[config.mk]
export PLATFORM = sky130hd
export DESIGN_NAME = mgio_top
export DESIGN_NICKNAME = d
export VERILOG_FILES = /design/src/verilog/mgio_pkg.sv /design/src/verilog/mgio_top.sv /design/src/verilog/mgio_sync.sv /design/src/verilog/mgio_port.sv
export VERILOG_INCLUDE_DIRS = /design/src /design/src/verilog
export SDC_FILE = /design/constraint.sdc
export NUM_CORES = 1
export LEC_CHECK = 0
export BUFFER_PORTS_ARGS = -buffer_cell sky130_fd_sc_hd__clkbuf_2
export CORE_UTILIZATION = 40
export DETAILED_ROUTE_END_ITERATION = 10
export MAX_ROUTING_LAYER = met4
export PLACE_DENSITY_LB_ADDON = 0.05
export SYNTH_ARGS = -nofsm -noshare
export SYNTH_HDL_FRONTEND = slang
export SYNTH_HIERARCHICAL = 1
export SYNTH_SLANG_ARGS = --single-unit
[constraint.sdc]
create_clock -name clk_sys_i -period 2.43 [get_ports clk_sys_i]
set_input_delay 0.243 -clock clk_sys_i [delete_from_list [all_inputs] [get_ports clk_sys_i]]
set_output_delay 0.243 -clock clk_sys_i [all_outputs]
set_load 0.05 [all_outputs]
[src/verilog/mgio_map.svh]
// address map, reset values and port counts of the general-purpose ports
// assumes an 8-bit data address inside the control bank
`ifndef MGIO_MAP_SVH
`define MGIO_MAP_SVH

`define MGIO_PULLDOWN_ADDR  8'h66
`define MGIO_GROUP_DIR_ADDR 8'h67
`define MGIO_DIR_BASE       8'h58
`define MGIO_PORT_BASE      8'h70
`define MGIO_IN_PD_ADDR     8'h7c
`define MGIO_IN_A1_ADDR     8'h7d
`define MGIO_IN_C1_ADDR     8'h7e
`define MGIO_NIB_RESET      4'h0
`define MGIO_RMW_MASK_A0    4'hc
`define MGIO_BIT_PORTS      8
`define MGIO_GROUP_PORTS    4

`endif

[src/verilog/mgio_pkg.sv]
// shared types of the general-purpose port block
// assumes 4-bit data and 8-bit register addresses
package mgio_pkg;
    typedef logic [3:0] mgio_nib_t;
    typedef logic [7:0] mgio_addr_t;
endpackage : mgio_pkg

[src/verilog/mgio_top.sv]
// general-purpose port block: twelve bidirectional and three input ports
// assumes a register port with read data one cycle after the strobe,
// and watchdog, CE reset, clock stop and halt as same-clock levels
`timescale 1ns/1ps
`include "mgio_map.svh"
module mgio_top (
    input  wire logic                 clk_sys_i,
    input  wire logic                 rst_n_i,
    input  wire logic                 watchdog_stack_reset_i,
    input  wire logic                 ce_reset_i,
    input  wire logic                 clock_stop_i,
    input  wire logic                 halt_i,
    input  wire mgio_pkg::mgio_addr_t addr_i,
    input  wire mgio_pkg::mgio_nib_t  wr_data_i,
    input  wire logic                 wr_en_i,
    input  wire logic                 rd_en_i,
    output mgio_pkg::mgio_nib_t       rd_data_o,
    input  wire logic [47:0]          bidir_pins_i,
    output logic      [47:0]          bidir_pins_o,
    output logic      [47:0]          bidir_oe_o,
    input  wire logic [11:0]          input_pins_i,
    output mgio_pkg::mgio_nib_t       pulldown_off_o
);
    localparam int NPORT = `MGIO_BIT_PORTS + `MGIO_GROUP_PORTS;

    logic [47:0]         bidir_lvl;
    logic [11:0]         in_lvl;
    logic [47:0]         views;
    logic                hold;
    logic                wr_ok;
    logic                rd_ok;
    mgio_pkg::mgio_nib_t rd_next;
    mgio_pkg::mgio_nib_t group_dir;

    assign hold  = halt_i | clock_stop_i | ce_reset_i;
    assign wr_ok = wr_en_i & ~hold & ~watchdog_stack_reset_i;
    assign rd_ok = rd_en_i & ~hold & ~watchdog_stack_reset_i;

    mgio_sync #(
        .W (48)
    ) u_sync_bidir (
        .clk_sys_i (clk_sys_i),
        .rst_n_i   (rst_n_i),
        .async_i   (bidir_pins_i),
        .level_o   (bidir_lvl)
    );

    mgio_sync #(
        .W (12)
    ) u_sync_in (
        .clk_sys_i (clk_sys_i),
        .rst_n_i   (rst_n_i),
        .async_i   (input_pins_i),
        .level_o   (in_lvl)
    );

    // port k at nibble k: 0..7 bitwise ports, 8..11 group ports
    genvar k;
    generate
        for (k = 0; k < NPORT; k++) begin : g_port
            logic                lat_we;
            logic                dir_we;
            logic                rmw;
            mgio_pkg::mgio_nib_t dir_wd;

            assign lat_we = wr_ok && (addr_i == 8'(`MGIO_PORT_BASE + k));
            assign rmw    = rd_ok && (k == 0)
                            && (addr_i == `MGIO_PORT_BASE);
            if (k < `MGIO_BIT_PORTS) begin : g_bitdir
                assign dir_we = wr_ok
                                && (addr_i == 8'(`MGIO_DIR_BASE + k));
                assign dir_wd = wr_data_i;
            end else begin : g_grpdir
                // one bit fans out to four pins
                assign dir_we = wr_ok && (addr_i == `MGIO_GROUP_DIR_ADDR);
                assign dir_wd = {4{wr_data_i[k - `MGIO_BIT_PORTS]}};
            end

            mgio_port #(
                .RMW_MASK ((k == 0) ? `MGIO_RMW_MASK_A0 : 4'h0)
            ) u_port (
                .clk_sys_i (clk_sys_i),
                .rst_n_i   (rst_n_i),
                .clear_i   (watchdog_stack_reset_i),
                .lat_we_i  (lat_we),
                .dir_we_i  (dir_we),
                .wd_i      (wr_data_i),
                .dir_wd_i  (dir_wd),
                .rmw_i     (rmw),
                .pin_i     (bidir_lvl[k*4 +: 4]),
                .view_o    (views[k*4 +: 4]),
                .lat_o     (bidir_pins_o[k*4 +: 4]),
                .dir_o     (bidir_oe_o[k*4 +: 4])
            );
        end
    endgenerate

    assign group_dir = {bidir_oe_o[44], bidir_oe_o[40],
                        bidir_oe_o[36], bidir_oe_o[32]};

    always_ff @(posedge clk_sys_i or negedge rst_n_i) begin
        if (!rst_n_i) begin
            pulldown_off_o <= `MGIO_NIB_RESET;
        end else if (watchdog_stack_reset_i) begin
            pulldown_off_o <= `MGIO_NIB_RESET;
        end else if (wr_ok && (addr_i == `MGIO_PULLDOWN_ADDR)) begin
            pulldown_off_o <= wr_data_i;
        end
    end

    // input-only ports read pins; writes decode to nothing
    always_comb begin
        rd_next = 4'h0;
        for (int p = 0; p < NPORT; p++) begin
            if (addr_i == 8'(`MGIO_PORT_BASE + p)) begin
                rd_next = views[p*4 +: 4];
            end
        end
        for (int d = 0; d < `MGIO_BIT_PORTS; d++) begin
            if (addr_i == 8'(`MGIO_DIR_BASE + d)) begin
                rd_next = bidir_oe_o[d*4 +: 4];
            end
        end
        if (addr_i == `MGIO_GROUP_DIR_ADDR) begin
            rd_next = group_dir;
        end
        if (addr_i == `MGIO_PULLDOWN_ADDR) begin
            rd_next = pulldown_off_o;
        end
        if (addr_i == `MGIO_IN_PD_ADDR) begin
            rd_next = in_lvl[3:0];
        end
        if (addr_i == `MGIO_IN_A1_ADDR) begin
            rd_next = in_lvl[7:4];
        end
        if (addr_i == `MGIO_IN_C1_ADDR) begin
            rd_next = in_lvl[11:8];
        end
    end

    // read data valid only in the cycle after the strobe
    always_ff @(posedge clk_sys_i or negedge rst_n_i) begin
        if (!rst_n_i) begin
            rd_data_o <= 4'h0;
        end else if (rd_en_i) begin
            rd_data_o <= rd_next;
        end else begin
            rd_data_o <= 4'h0;
        end
    end
endmodule : mgio_top

[src/verilog/mgio_sync.sv]
// three-stage pin synchroniser with agreement filter
// assumes inputs asynchronous to clk_sys_i
`timescale 1ns/1ps
module mgio_sync #(
    parameter int W = 4
) (
    input  wire logic         clk_sys_i,
    input  wire logic         rst_n_i,
    input  wire logic [W-1:0] async_i,
    output logic      [W-1:0] level_o
);
    genvar i;
    generate
        for (i = 0; i < W; i++) begin : g_bit
            logic s1_reg;
            logic s2_reg;
            logic s3_reg;
            logic level_reg;

            always_ff @(posedge clk_sys_i or negedge rst_n_i) begin
                if (!rst_n_i) begin
                    s1_reg    <= 1'b0;
                    s2_reg    <= 1'b0;
                    s3_reg    <= 1'b0;
                    level_reg <= 1'b0;
                end else begin
                    s1_reg <= async_i[i];
                    s2_reg <= s1_reg;
                    s3_reg <= s2_reg;
                    // only a level seen twice counts; glitches stay out
                    if (s2_reg == s3_reg) begin
                        level_reg <= s3_reg;
                    end
                end
            end

            assign level_o[i] = level_reg;
        end
    endgenerate
endmodule : mgio_sync

[src/verilog/mgio_port.sv]
// one 4-bit bidirectional port: output latch, direction, read view
// assumes synchronised pin levels and one-cycle write/read strobes
`timescale 1ns/1ps
`include "mgio_map.svh"
module mgio_port #(
    parameter mgio_pkg::mgio_nib_t RMW_MASK = 4'h0
) (
    input  wire logic                clk_sys_i,
    input  wire logic                rst_n_i,
    input  wire logic                clear_i,
    input  wire logic                lat_we_i,
    input  wire logic                dir_we_i,
    input  wire mgio_pkg::mgio_nib_t wd_i,
    input  wire mgio_pkg::mgio_nib_t dir_wd_i,
    input  wire logic                rmw_i,
    input  wire mgio_pkg::mgio_nib_t pin_i,
    output mgio_pkg::mgio_nib_t      view_o,
    output mgio_pkg::mgio_nib_t      lat_o,
    output mgio_pkg::mgio_nib_t      dir_o
);
    mgio_pkg::mgio_nib_t rmw_bits;

    assign rmw_bits = RMW_MASK & dir_o;

    always_ff @(posedge clk_sys_i or negedge rst_n_i) begin
        if (!rst_n_i) begin
            dir_o <= `MGIO_NIB_RESET;
        end else if (clear_i) begin
            dir_o <= `MGIO_NIB_RESET;
        end else if (dir_we_i) begin
            dir_o <= dir_wd_i;
        end
    end

    always_ff @(posedge clk_sys_i or negedge rst_n_i) begin
        if (!rst_n_i) begin
            lat_o <= `MGIO_NIB_RESET;
        end else if (clear_i) begin
            lat_o <= `MGIO_NIB_RESET;
        end else if (lat_we_i) begin
            lat_o <= wd_i;
        end else if (rmw_i) begin
            // read copies pin level into latch bits set in both RMW_MASK and dir_o
            lat_o <= (lat_o & ~rmw_bits) | (pin_i & rmw_bits);
        end
    end

    // input pins and quirk pins show the pin
    assign view_o = (dir_o & ~RMW_MASK & lat_o) | (~(dir_o & ~RMW_MASK) & pin_i);
endmodule : mgio_port

Word-level counts from Yosys, hierarchy flattened:

Cells that the tools add are included.

* reductions and logical operators: 45
* equal/unequal tests: 85
* mux-type cells: 77
* bitwise operators: 60

Operator list (count)
* $mux 4: 77
* $eq 8x7->1 const B: 25
* $and 4x4->4: 25
* $eq 1x1->1: 60
* $or 4x4->4: 13
* $not 4->4: 12
* $reduce_bool 2->1: 21
* $logic_and 1x1->1: 23
* $and 1x1->1: 4
* $and 2x4->4: 1
* $not 2->4: 1
* $reduce_bool 3->1: 1
* $not 1->1: 2
* $or 1x1->1: 2

* logic and storage cells: 533
* bits in registers: 344
* output and inout port bits: 104
* bits of input ports: 80

Depth between registers and ports, before layout:

Gate-level depths: netlist of the first run.

* depth in word-level cells: 29
* gate-level depth with buffers: 9
* depth with buffers taken out: 7

Cells and area by module:

The synthesis of the first run kept the hierarchy.

Modules (own cells, without submodules)
* mgio_sync at u_sync_bidir: cells an instance 288, sequential area each 4804.6 µm², times used 1, area each 5705.5 µm²
* mgio_port at g_port[10].u_port ...: cells an instance 31, sequential area each 200.2 µm², times used 11, area each 369.1 µm²
* mgio_top: cells an instance 261, sequential area each 200.2 µm², times used 1, area each 1785.5 µm²
* mgio_sync at u_sync_in: cells an instance 72, sequential area each 1201.2 µm², times used 1, area each 1426.4 µm²
* mgio_port at g_port[0].u_port: cells an instance 35, sequential area each 200.2 µm², times used 1, area each 402.9 µm²

Worst setup path before layout of the first run:

No wires, ideal clock.

* kind: register to register
* start: reg g_port[2].u_port.dir_o[2]
* end: reg rd_data_o[2]
* path buffers: 0
* path slack: 0.238 ns
* arrival time: 2.066 ns
* clock period less this slack: 2.192 ns
* library setup time: 0.126 ns
* stages on the path, launching flop included: 8
* required time: 2.304 ns
* path through: dfrtp_1 > mux2_2 > mux4_2 > inv_1 > o22a_1 > o221ai_1 > a221oi_1 > o21ai_1

* word-level cells in the longest chain between the ends: 27
* elaborated cells between the ends (all ways): 28
* classes of those cells: mux (24); bitwise (4)

Ends and longest elaborated chain
* start, declared: line mgio_port.sv:19 `output mgio_pkg::mgio_nib_t dir_o`
* start signal, assigned: line mgio_port.sv:27 `` dir_o <= `MGIO_NIB_RESET; ``
* start signal, assigned: line mgio_port.sv:29 `` dir_o <= `MGIO_NIB_RESET; ``
* start signal, assigned: line mgio_port.sv:31 `dir_o <= dir_wd_i;`
* $not 4->4: line mgio_port.sv:49 `assign view_o = (dir_o & ~RMW_MASK & lat_o) | (~(dir_o & ~RMW_MASK) & pin_i);`
* $and 4x4->4: line mgio_port.sv:49
* $or 4x4->4 *: line mgio_port.sv:49
* via views[10]: line mgio_top.sv:28 `logic [47:0] views;`
* $mux 4 * (10 in a row): line mgio_top.sv:115 `` if (addr_i == 8'(`MGIO_PORT_BASE + p)) begin ``
* $mux 4 * (8 in a row): line mgio_top.sv:120 `` if (addr_i == 8'(`MGIO_DIR_BASE + d)) begin ``
* $mux 4 *: line mgio_top.sv:124 `` if (addr_i == `MGIO_GROUP_DIR_ADDR) begin ``
* $mux 4 *: line mgio_top.sv:127 `` if (addr_i == `MGIO_PULLDOWN_ADDR) begin ``
* $mux 4 *: line mgio_top.sv:130 `` if (addr_i == `MGIO_IN_PD_ADDR) begin ``
* $mux 4 *: line mgio_top.sv:133 `` if (addr_i == `MGIO_IN_A1_ADDR) begin ``
* $mux 4 *: line mgio_top.sv:136 `` if (addr_i == `MGIO_IN_C1_ADDR) begin ``
* $mux 4 *: line mgio_top.sv:145 `end else if (rd_en_i) begin`
* end signal, assigned: line mgio_top.sv:146 `rd_data_o <= rd_next;`
* end, declared: line mgio_top.sv:17 `output mgio_pkg::mgio_nib_t rd_data_o,`

The timed path passes the listed nets; every way through them passes the cells marked *.
A chain may end at the register's enable or synchronous reset.

Worst setup path after layout of the first run:

* start: reg g_port[5].u_port.dir_o[2]
* end: reg rd_data_o[2]

* word-level cells in the longest chain between the ends: 24
* elaborated cells between the ends (all ways): 25
* classes of those cells: mux (21); bitwise (4)

Ends and longest elaborated chain (line)
* start, declared: mgio_port.sv:19
* start signal, assigned: mgio_port.sv:27
* start signal, assigned: mgio_port.sv:29
* start signal, assigned: mgio_port.sv:31
* $not 4->4: mgio_port.sv:49
* $and 4x4->4: mgio_port.sv:49
* $or 4x4->4 *: mgio_port.sv:49
* via views[22]: mgio_top.sv:28
* $mux 4 * (7 in a row): mgio_top.sv:115
* $mux 4 * (8 in a row): mgio_top.sv:120
* $mux 4 *: mgio_top.sv:124
* $mux 4 *: mgio_top.sv:127
* $mux 4 *: mgio_top.sv:130
* $mux 4 *: mgio_top.sv:133
* $mux 4 *: mgio_top.sv:136
* $mux 4 *: mgio_top.sv:145

Marked as above.

==> qor.csv, run 1 <==
stage;metric;value;unit
clock_tree;cts_tree;done;
timing;setup_tns;0;ns
place;place_area;14700;sq um
synthesis;yosys_warnings;6;
status;status;completed;
timing;fin_crit_sh;96.1;%
worst_setup_path;crit_fanout;4;
synthesis;synth_area_per_cell;13.4;sq um
cells_and_area;postLayoutCoreUtil;50.7;%
clock_tree;clock_sinks;344;
power_and_ir_drop;sequentialPowerShare;48.7;%
timing;worst_pin_slew;0.859;ns
worst_setup_path;critPathTopFamily;compound AO/OA/AOI/OAI gates;
synthesis;syn_area;13400;sq um
worst_setup_path;crit_chain;mux2_2, mux2_2, a22oi_1, a2bb2oi_1, o221ai_1, a221oi_2, o21ai_1;
worst_setup_path;critPathMaxStageDelay;0.44;ns
global_route;gr-total-overflow;0;
timing;rsz0062_at_grt;no;
routing;post-route-drc-count;0;
routing;drtIter0Drc;473;
place;routabilityCongestion;0.925;
timing;slew_headroom;42.7;%
die;die_w;185;um
global_route;grt_max_degree;80;
routing;drt-total-wl;36.7;mm
timing;holdWs;0.0799;ns
routing;vias_per_cell;4.93;
run;cap_violations;0;
timing;drv_slew;0;
worst_setup_path;critPathKind;register to register;
routing;drtAntennaViolNets;0;
clock_tree;cts_root_buf;clkbuf_16;
die;coreArea;32700;sq um
power_and_ir_drop;power_frac_clock;44.7;%
power_and_ir_drop;p_leak;0.00738;uW
clock_tree;worst_skew_pair.late_latency;0.53;ns
power_and_ir_drop;pwr-share-comb;6.6;%
routing;drtPass1Iterations;4;
power_and_ir_drop;swShare;22.7;%
routing;wl_per_cell;21.5;um
routing;vias;8426;
power_and_ir_drop;power.net_switching;2860;uW
cells_and_area;drive_above_1_share;35.3;%
power_and_ir_drop;power;12600;uW
die;die_area;34200;sq um
clock_tree;cts_htree_levels;2;
clock_tree;cts_buffers;39;
clock_tree;clk_path_buf_depth;3;
cells_and_area;finalNetCount;1320;
power_and_ir_drop;p_int;9730;uW
worst_setup_path;critPathBufInv;0;
worst_setup_path;crit_arrival;2.74;ns
place;port_buffers;183;
cells_and_area;fin_area;16600;sq um
die;num_rows;66;
timing;max_freq;0.428;GHz
min_path;hold_class;primary input to register;
die;num_io_pins;184;
global_route;grt_usage;22.8;%
timing;fin_skew;0.00930;ns
worst_setup_path;cp-end-kind;register;
power_and_ir_drop;ir_drop;562;uV
global_route;first_global_vias;8999;
worst_setup_path;critPathLaunchType;register;
place;hpwl;26.0;mm
clock_tree;clkTransAtPathRegs;0.06;ns
die;dieHeight;185;um
worst_setup_path;worst_path_most_repeated_cell;mux2_2;
cells_and_area;areaGrowthSynthToFinish;23.9;%
synthesis;synth_fp_nets;1076;
timing;setup-violations-final;0;
worst_setup_path;crit_slowest_cell;dfrtp_2;
synthesis;synth_cells;996;
global_route;grt_pass1_wl;55.8;mm
worst_setup_path;cp.required;2.83;ns
timing;finalHoldViolations;0;
die;start_util;40.9;%
global_route;antenna_found_initial;1;
power_and_ir_drop;p_per_area;759;nW/um^2
timing;min_period;2.34;ns
## per-stage QoR
stage,setup slack [ns],instances
floorplan,0.238,996
global placement,-0.161,1579
detailed placement,-0.136,1579
CTS,0.00132,1706
global route,0.0132,1708
finish,0.0937,1708
## worst register-to-register path, stage by stage (launching register included)
cell,delay [ns]
dfrtp_2,0.44
mux2_2,0.39
mux2_2,0.29
a22oi_1,0.24
a2bb2oi_1,0.21
o221ai_1,0.18
a221oi_2,0.36
o21ai_1,0.11
## cells in the final DEF, fill, tap and decap left out, types with 3 or more instances in the layout
master           n
mux2_2          49
clkinv_2         5
clkbuf_16       41
buf_4           77
nand3_1         10
mux4_2           6
clkbuf_2       181
maj3_2          60
dlygate4sd3_1   61
a211oi_1         4
nor2_1         130
clkbuf_1         9
a31oi_1         10
nor3_1           8
clkbuf_8         6
inv_1           10
o22ai_1         12
a21oi_1         12
a22oi_1          3
nor2b_1          7
o21ai_0         15
mux2i_1        100
a2bb2oi_1        4
nand2b_1         8
o21ai_1          3
dfrtp_1        342
o22a_1           3
nand2_1         30
## what timing repair did
action	CTS	global route
endpoints found under the hold margin	126	0
hold buffers	61	0
gates cloned	0	0
setup endpoints to repair	1	1
setup buffers	0	1
pin swaps	1	1
gates resized for setup	2	1
## area by class of cell
class | count | area [sq um]
clock inverters | 10 | 87.6
flip-flops and latches | 344 | 8610
clock buffers | 56 | 1140
inverters | 11 | 41.3
well taps | 442 | 553
diodes | 1 | 2.50
repair buffers | 322 | 2150
fillers | 2933 | 16100
multi-input cells | 522 | 3990
## worst paths after layout
kind                                                                 to                               startpoint  cells past startpoint  slack [ns]
max                                              rd_data_o[2]$_DFF_PN0_    g_port[5].u_port/dir_o[2]$_DFFE_PN0P_                      7        0.09
min                                              rd_data_o[1]$_DFF_PN0_                                  rd_en_i                      2        0.08
max reg2reg                                      rd_data_o[2]$_DFF_PN0_    g_port[5].u_port/dir_o[2]$_DFFE_PN0P_                      7        0.09
min reg2reg                     u_sync_bidir/g_bit[35].s2_reg$_DFF_PN0_  u_sync_bidir/g_bit[35].s1_reg$_DFF_PN0_                      0        0.34
max in group asynchronous         g_port[4].u_port/dir_o[0]$_DFFE_PN0P_                                  rst_n_i                      3        1.30
min in group asynchronous  u_sync_bidir/g_bit[36].level_reg$_DFFE_PN0N_                                  rst_n_i                      2        0.30
## per-layer routing
metal / up-vias / global-route usage [%] / wire [um]
met5: - / - / 0
met4: 0 / 6.88 / 803
met3: 55 / 3.36 / 1360
met2: 204 / 34.0 / 16600
met1: 4294 / 32.4 / 17900
li1: 3873 / - / -
## power by group through the flow
stage	clock network (uW)	registers [uW]	logic, uW
after global routing	6010	6160	905
after CTS	5800	6140	842
after detailed placement	0	6240	760
final	5630	6130	828
after global placement	0	6230	759
after floorplan	0	6190	484
(Power assumes the default switching activity.)
==> inputs of run 2 (changes only) <==
--- a/config.mk
+++ b/config.mk
@@ -10,8 +10,8 @@
 export CORE_UTILIZATION = 40
 export DETAILED_ROUTE_END_ITERATION = 10
 export MAX_ROUTING_LAYER = met4
-export PLACE_DENSITY_LB_ADDON = 0.05
 export SYNTH_ARGS = -nofsm -noshare
 export SYNTH_HDL_FRONTEND = slang
 export SYNTH_HIERARCHICAL = 1
 export SYNTH_SLANG_ARGS = --single-unit
+export TNS_END_PERCENT = 30
==> constraint.sdc (replaced) <==
create_clock -name clk_sys_i -period 2.43 [get_ports clk_sys_i]
set_input_delay 0.243 -clock clk_sys_i [delete_from_list [all_inputs] [get_ports clk_sys_i]]
set_output_delay 0.243 -clock clk_sys_i [all_outputs]
set_load 0.01 [all_outputs]
==> qor.csv, run 2 (same netlist as run 1, synthesis figures left out) <==
stage;metric;value;unit;change
cells_and_area;drive_above_1_share;34.6;%;-0.67 points
clock_tree;cts_htree_levels;2;;unchanged
die;die_area;34200;sq um;unchanged
power_and_ir_drop;ir_drop;484;uV;-14%
timing;drv_slew;0;;unchanged
die;num_rows;66;;unchanged
timing;fin_crit_sh;92.8;%;-3.3 points
global_route;grt_max_degree;60;;-25%
place;routabilityCongestion;0.888;;-4.0%
timing;fin_skew;0.0153;ns;+0.00600 ns
cells_and_area;fillers;2931;;-0.068%
die;start_util;40.9;%;unchanged
clock_tree;worst_skew_pair.late_latency;0.53;ns;about the same
run;cap_violations;0;;unchanged
timing;layout_setup_ws;0.174;ns;+0.0805 ns
worst_setup_path;critPathLaunchType;register;;
worst_setup_path;critPathKind;register to register;;
global_route;first_global_vias;8653;;-3.8%
routing;drtPass1Iterations;5;;+1
cells_and_area;final_common_cell;dfrtp_1;;
clock_tree;clk_path_buf_depth;3;;unchanged
worst_setup_path;crit_fanout;4;;unchanged
worst_setup_path;crit_arrival;2.67;ns;-0.07 ns
routing;vias_per_cell;4.93;;about the same
status;status;completed;;
power_and_ir_drop;power;12500;uW;-0.74%
timing;worst_pin_slew;0.818;ns;-0.0405 ns
timing;max_freq;0.443;GHz;+3.6%
global_route;grt_pass1_wl;53.5;mm;-4.1%
cells_and_area;multi_input_area;3990;sq um;+0.13%
worst_setup_path;cp.required;2.84;ns;about the same
die;die_w;185;um;unchanged
cells_and_area;areaGrowthSynthToFinish;23.2;%;
clock_tree;clock_sinks;344;;unchanged
cells_and_area;fin_area;16500;sq um;-0.61%
power_and_ir_drop;p_leak;0.00731;uW;-0.99%
timing;setup-violations-final;0;;unchanged
min_path;hold_class;primary input to register;;
place;port_buffers;183;;unchanged
clock_tree;cts_root_buf;clkbuf_16;;
global_route;gr-total-overflow;0;;unchanged
cells_and_area;finalNetCount;1302;;-1.4%
cells_and_area;seq_area;8610;sq um;about the same
timing;rsz0062_at_grt;no;;
routing;vias;8330;;-1.1%
clock_tree;cts_tree;done;;
routing;wl_per_cell;20.4;um;-4.8%
routing;drtAntennaViolNets;0;;unchanged
timing;slew_headroom;45.4;%;+2.7 points
worst_setup_path;cp-end-kind;register;;
global_route;antenna_found_initial;0;;-1
place;hpwl;24.6;mm;-5.2%
clock_tree;cts_setup_buffers;0;;unchanged
timing;setup_tns;0;ns;unchanged
power_and_ir_drop;p_per_area;758;nW/um^2;-0.13%
die;coreArea;32700;sq um;unchanged
timing;finalHoldViolations;0;;unchanged
cells_and_area;num_antenna_cells;0;;-1
routing;post-route-drc-count;0;;unchanged
timing;min_period;2.26;ns;-0.0805 ns
place;place_area;14700;sq um;-0.43%
clock_tree;clkTransAtPathRegs;0.06;ns;about the same
clock_tree;cts_buffers;37;;-5.1%
global_route;grt_usage;21.7;%;-1.2 points
die;num_io_pins;184;;unchanged
routing;drt-total-wl;34.5;mm;-5.9%
cells_and_area;final_cell_mix;dfrtp_1 (343), clkbuf_2 (181), nor2_1 (130), mux2i_1 (100), dlygate4sd3_1 (61);;
routing;drtIter0Drc;531;;+12%
die;dieHeight;185;um;unchanged
cells_and_area;postLayoutCoreUtil;50.4;%;-0.31 points
place;place_ws;0.00132;ns;+0.137 ns
run 2: final cells by class:
class	instances	area share [%]
Multi-Input combinational cell	522	24.2
Tap cell	442	3.36
Timing Repair Buffer	306	12.6
Clock inverter	15	1.03
Inverter	11	0.251
Sequential cell	344	52.3
Clock buffer	48	6.24
run 2: what timing repair did:
| action | in CTS | in global routing |
|---|---|---|
| endpoints found under the hold margin | 105 | 0 |
| hold buffers | 61 | 0 |
| endpoints found under the setup margin | 1 | 1 |
| resized for setup | 1 | 2 |
run 2: worst paths after layout:
path | endpoint | startpoint | slack, ns | cells past startpoint
worst max-delay path | rd_data_o[2]$_DFF_PN0_ | g_port[7].u_port/dir_o[2]$_DFFE_PN0P_ | 0.17 | 7
worst min-delay path | rd_data_o[1]$_DFF_PN0_ | rd_en_i | 0.02 | 2
worst max register to register | rd_data_o[2]$_DFF_PN0_ | g_port[7].u_port/dir_o[2]$_DFFE_PN0P_ | 0.17 | 7
worst min register to register | u_sync_bidir/g_bit[23].s2_reg$_DFF_PN0_ | u_sync_bidir/g_bit[23].s1_reg$_DFF_PN0_ | 0.35 | 0
max in group asynchronous | u_sync_bidir/g_bit[23].s1_reg$_DFF_PN0_ | rst_n_i | 1.37 | 4
min in group asynchronous | u_sync_bidir/g_bit[33].s1_reg$_DFF_PN0_ | rst_n_i | 0.26 | 2
run 2: worst max-delay path, stage by stage (launching register included):
cell and delay, ns:
dfrtp_1 0.48, mux2_2 0.40, mux2_2 0.30, a22oi_2 0.21
a2bb2oi_1 0.21, o221ai_1 0.16, a221oi_2 0.30, o21ai_1 0.08
run 2: routing by layer:
layer | GRT usage, % | up-vias | wire length (um)
li1 | - | 3829 | -
met1 | 30.7 | 4254 | 16400
met2 | 32.9 | 204 | 16100
met3 | 3.30 | 43 | 1430
met5 | - | - | 0
met4 | 5.32 | 0 | 604
run 2: stage by stage:
step	hold WS, ns	instances
finish	0.0198	1688
global placement	0.213	1564
global route	0.0111	1688
floorplan	-0.0526	996
detailed placement	0.213	1564
CTS	0.00412	1688
run 2: power breakdown:
group	leakage (uW)	internal (uW)	switching (uW)
logic	0.00247	382	431
clock network	0.000589	3310	2250
registers	0.00425	5980	140
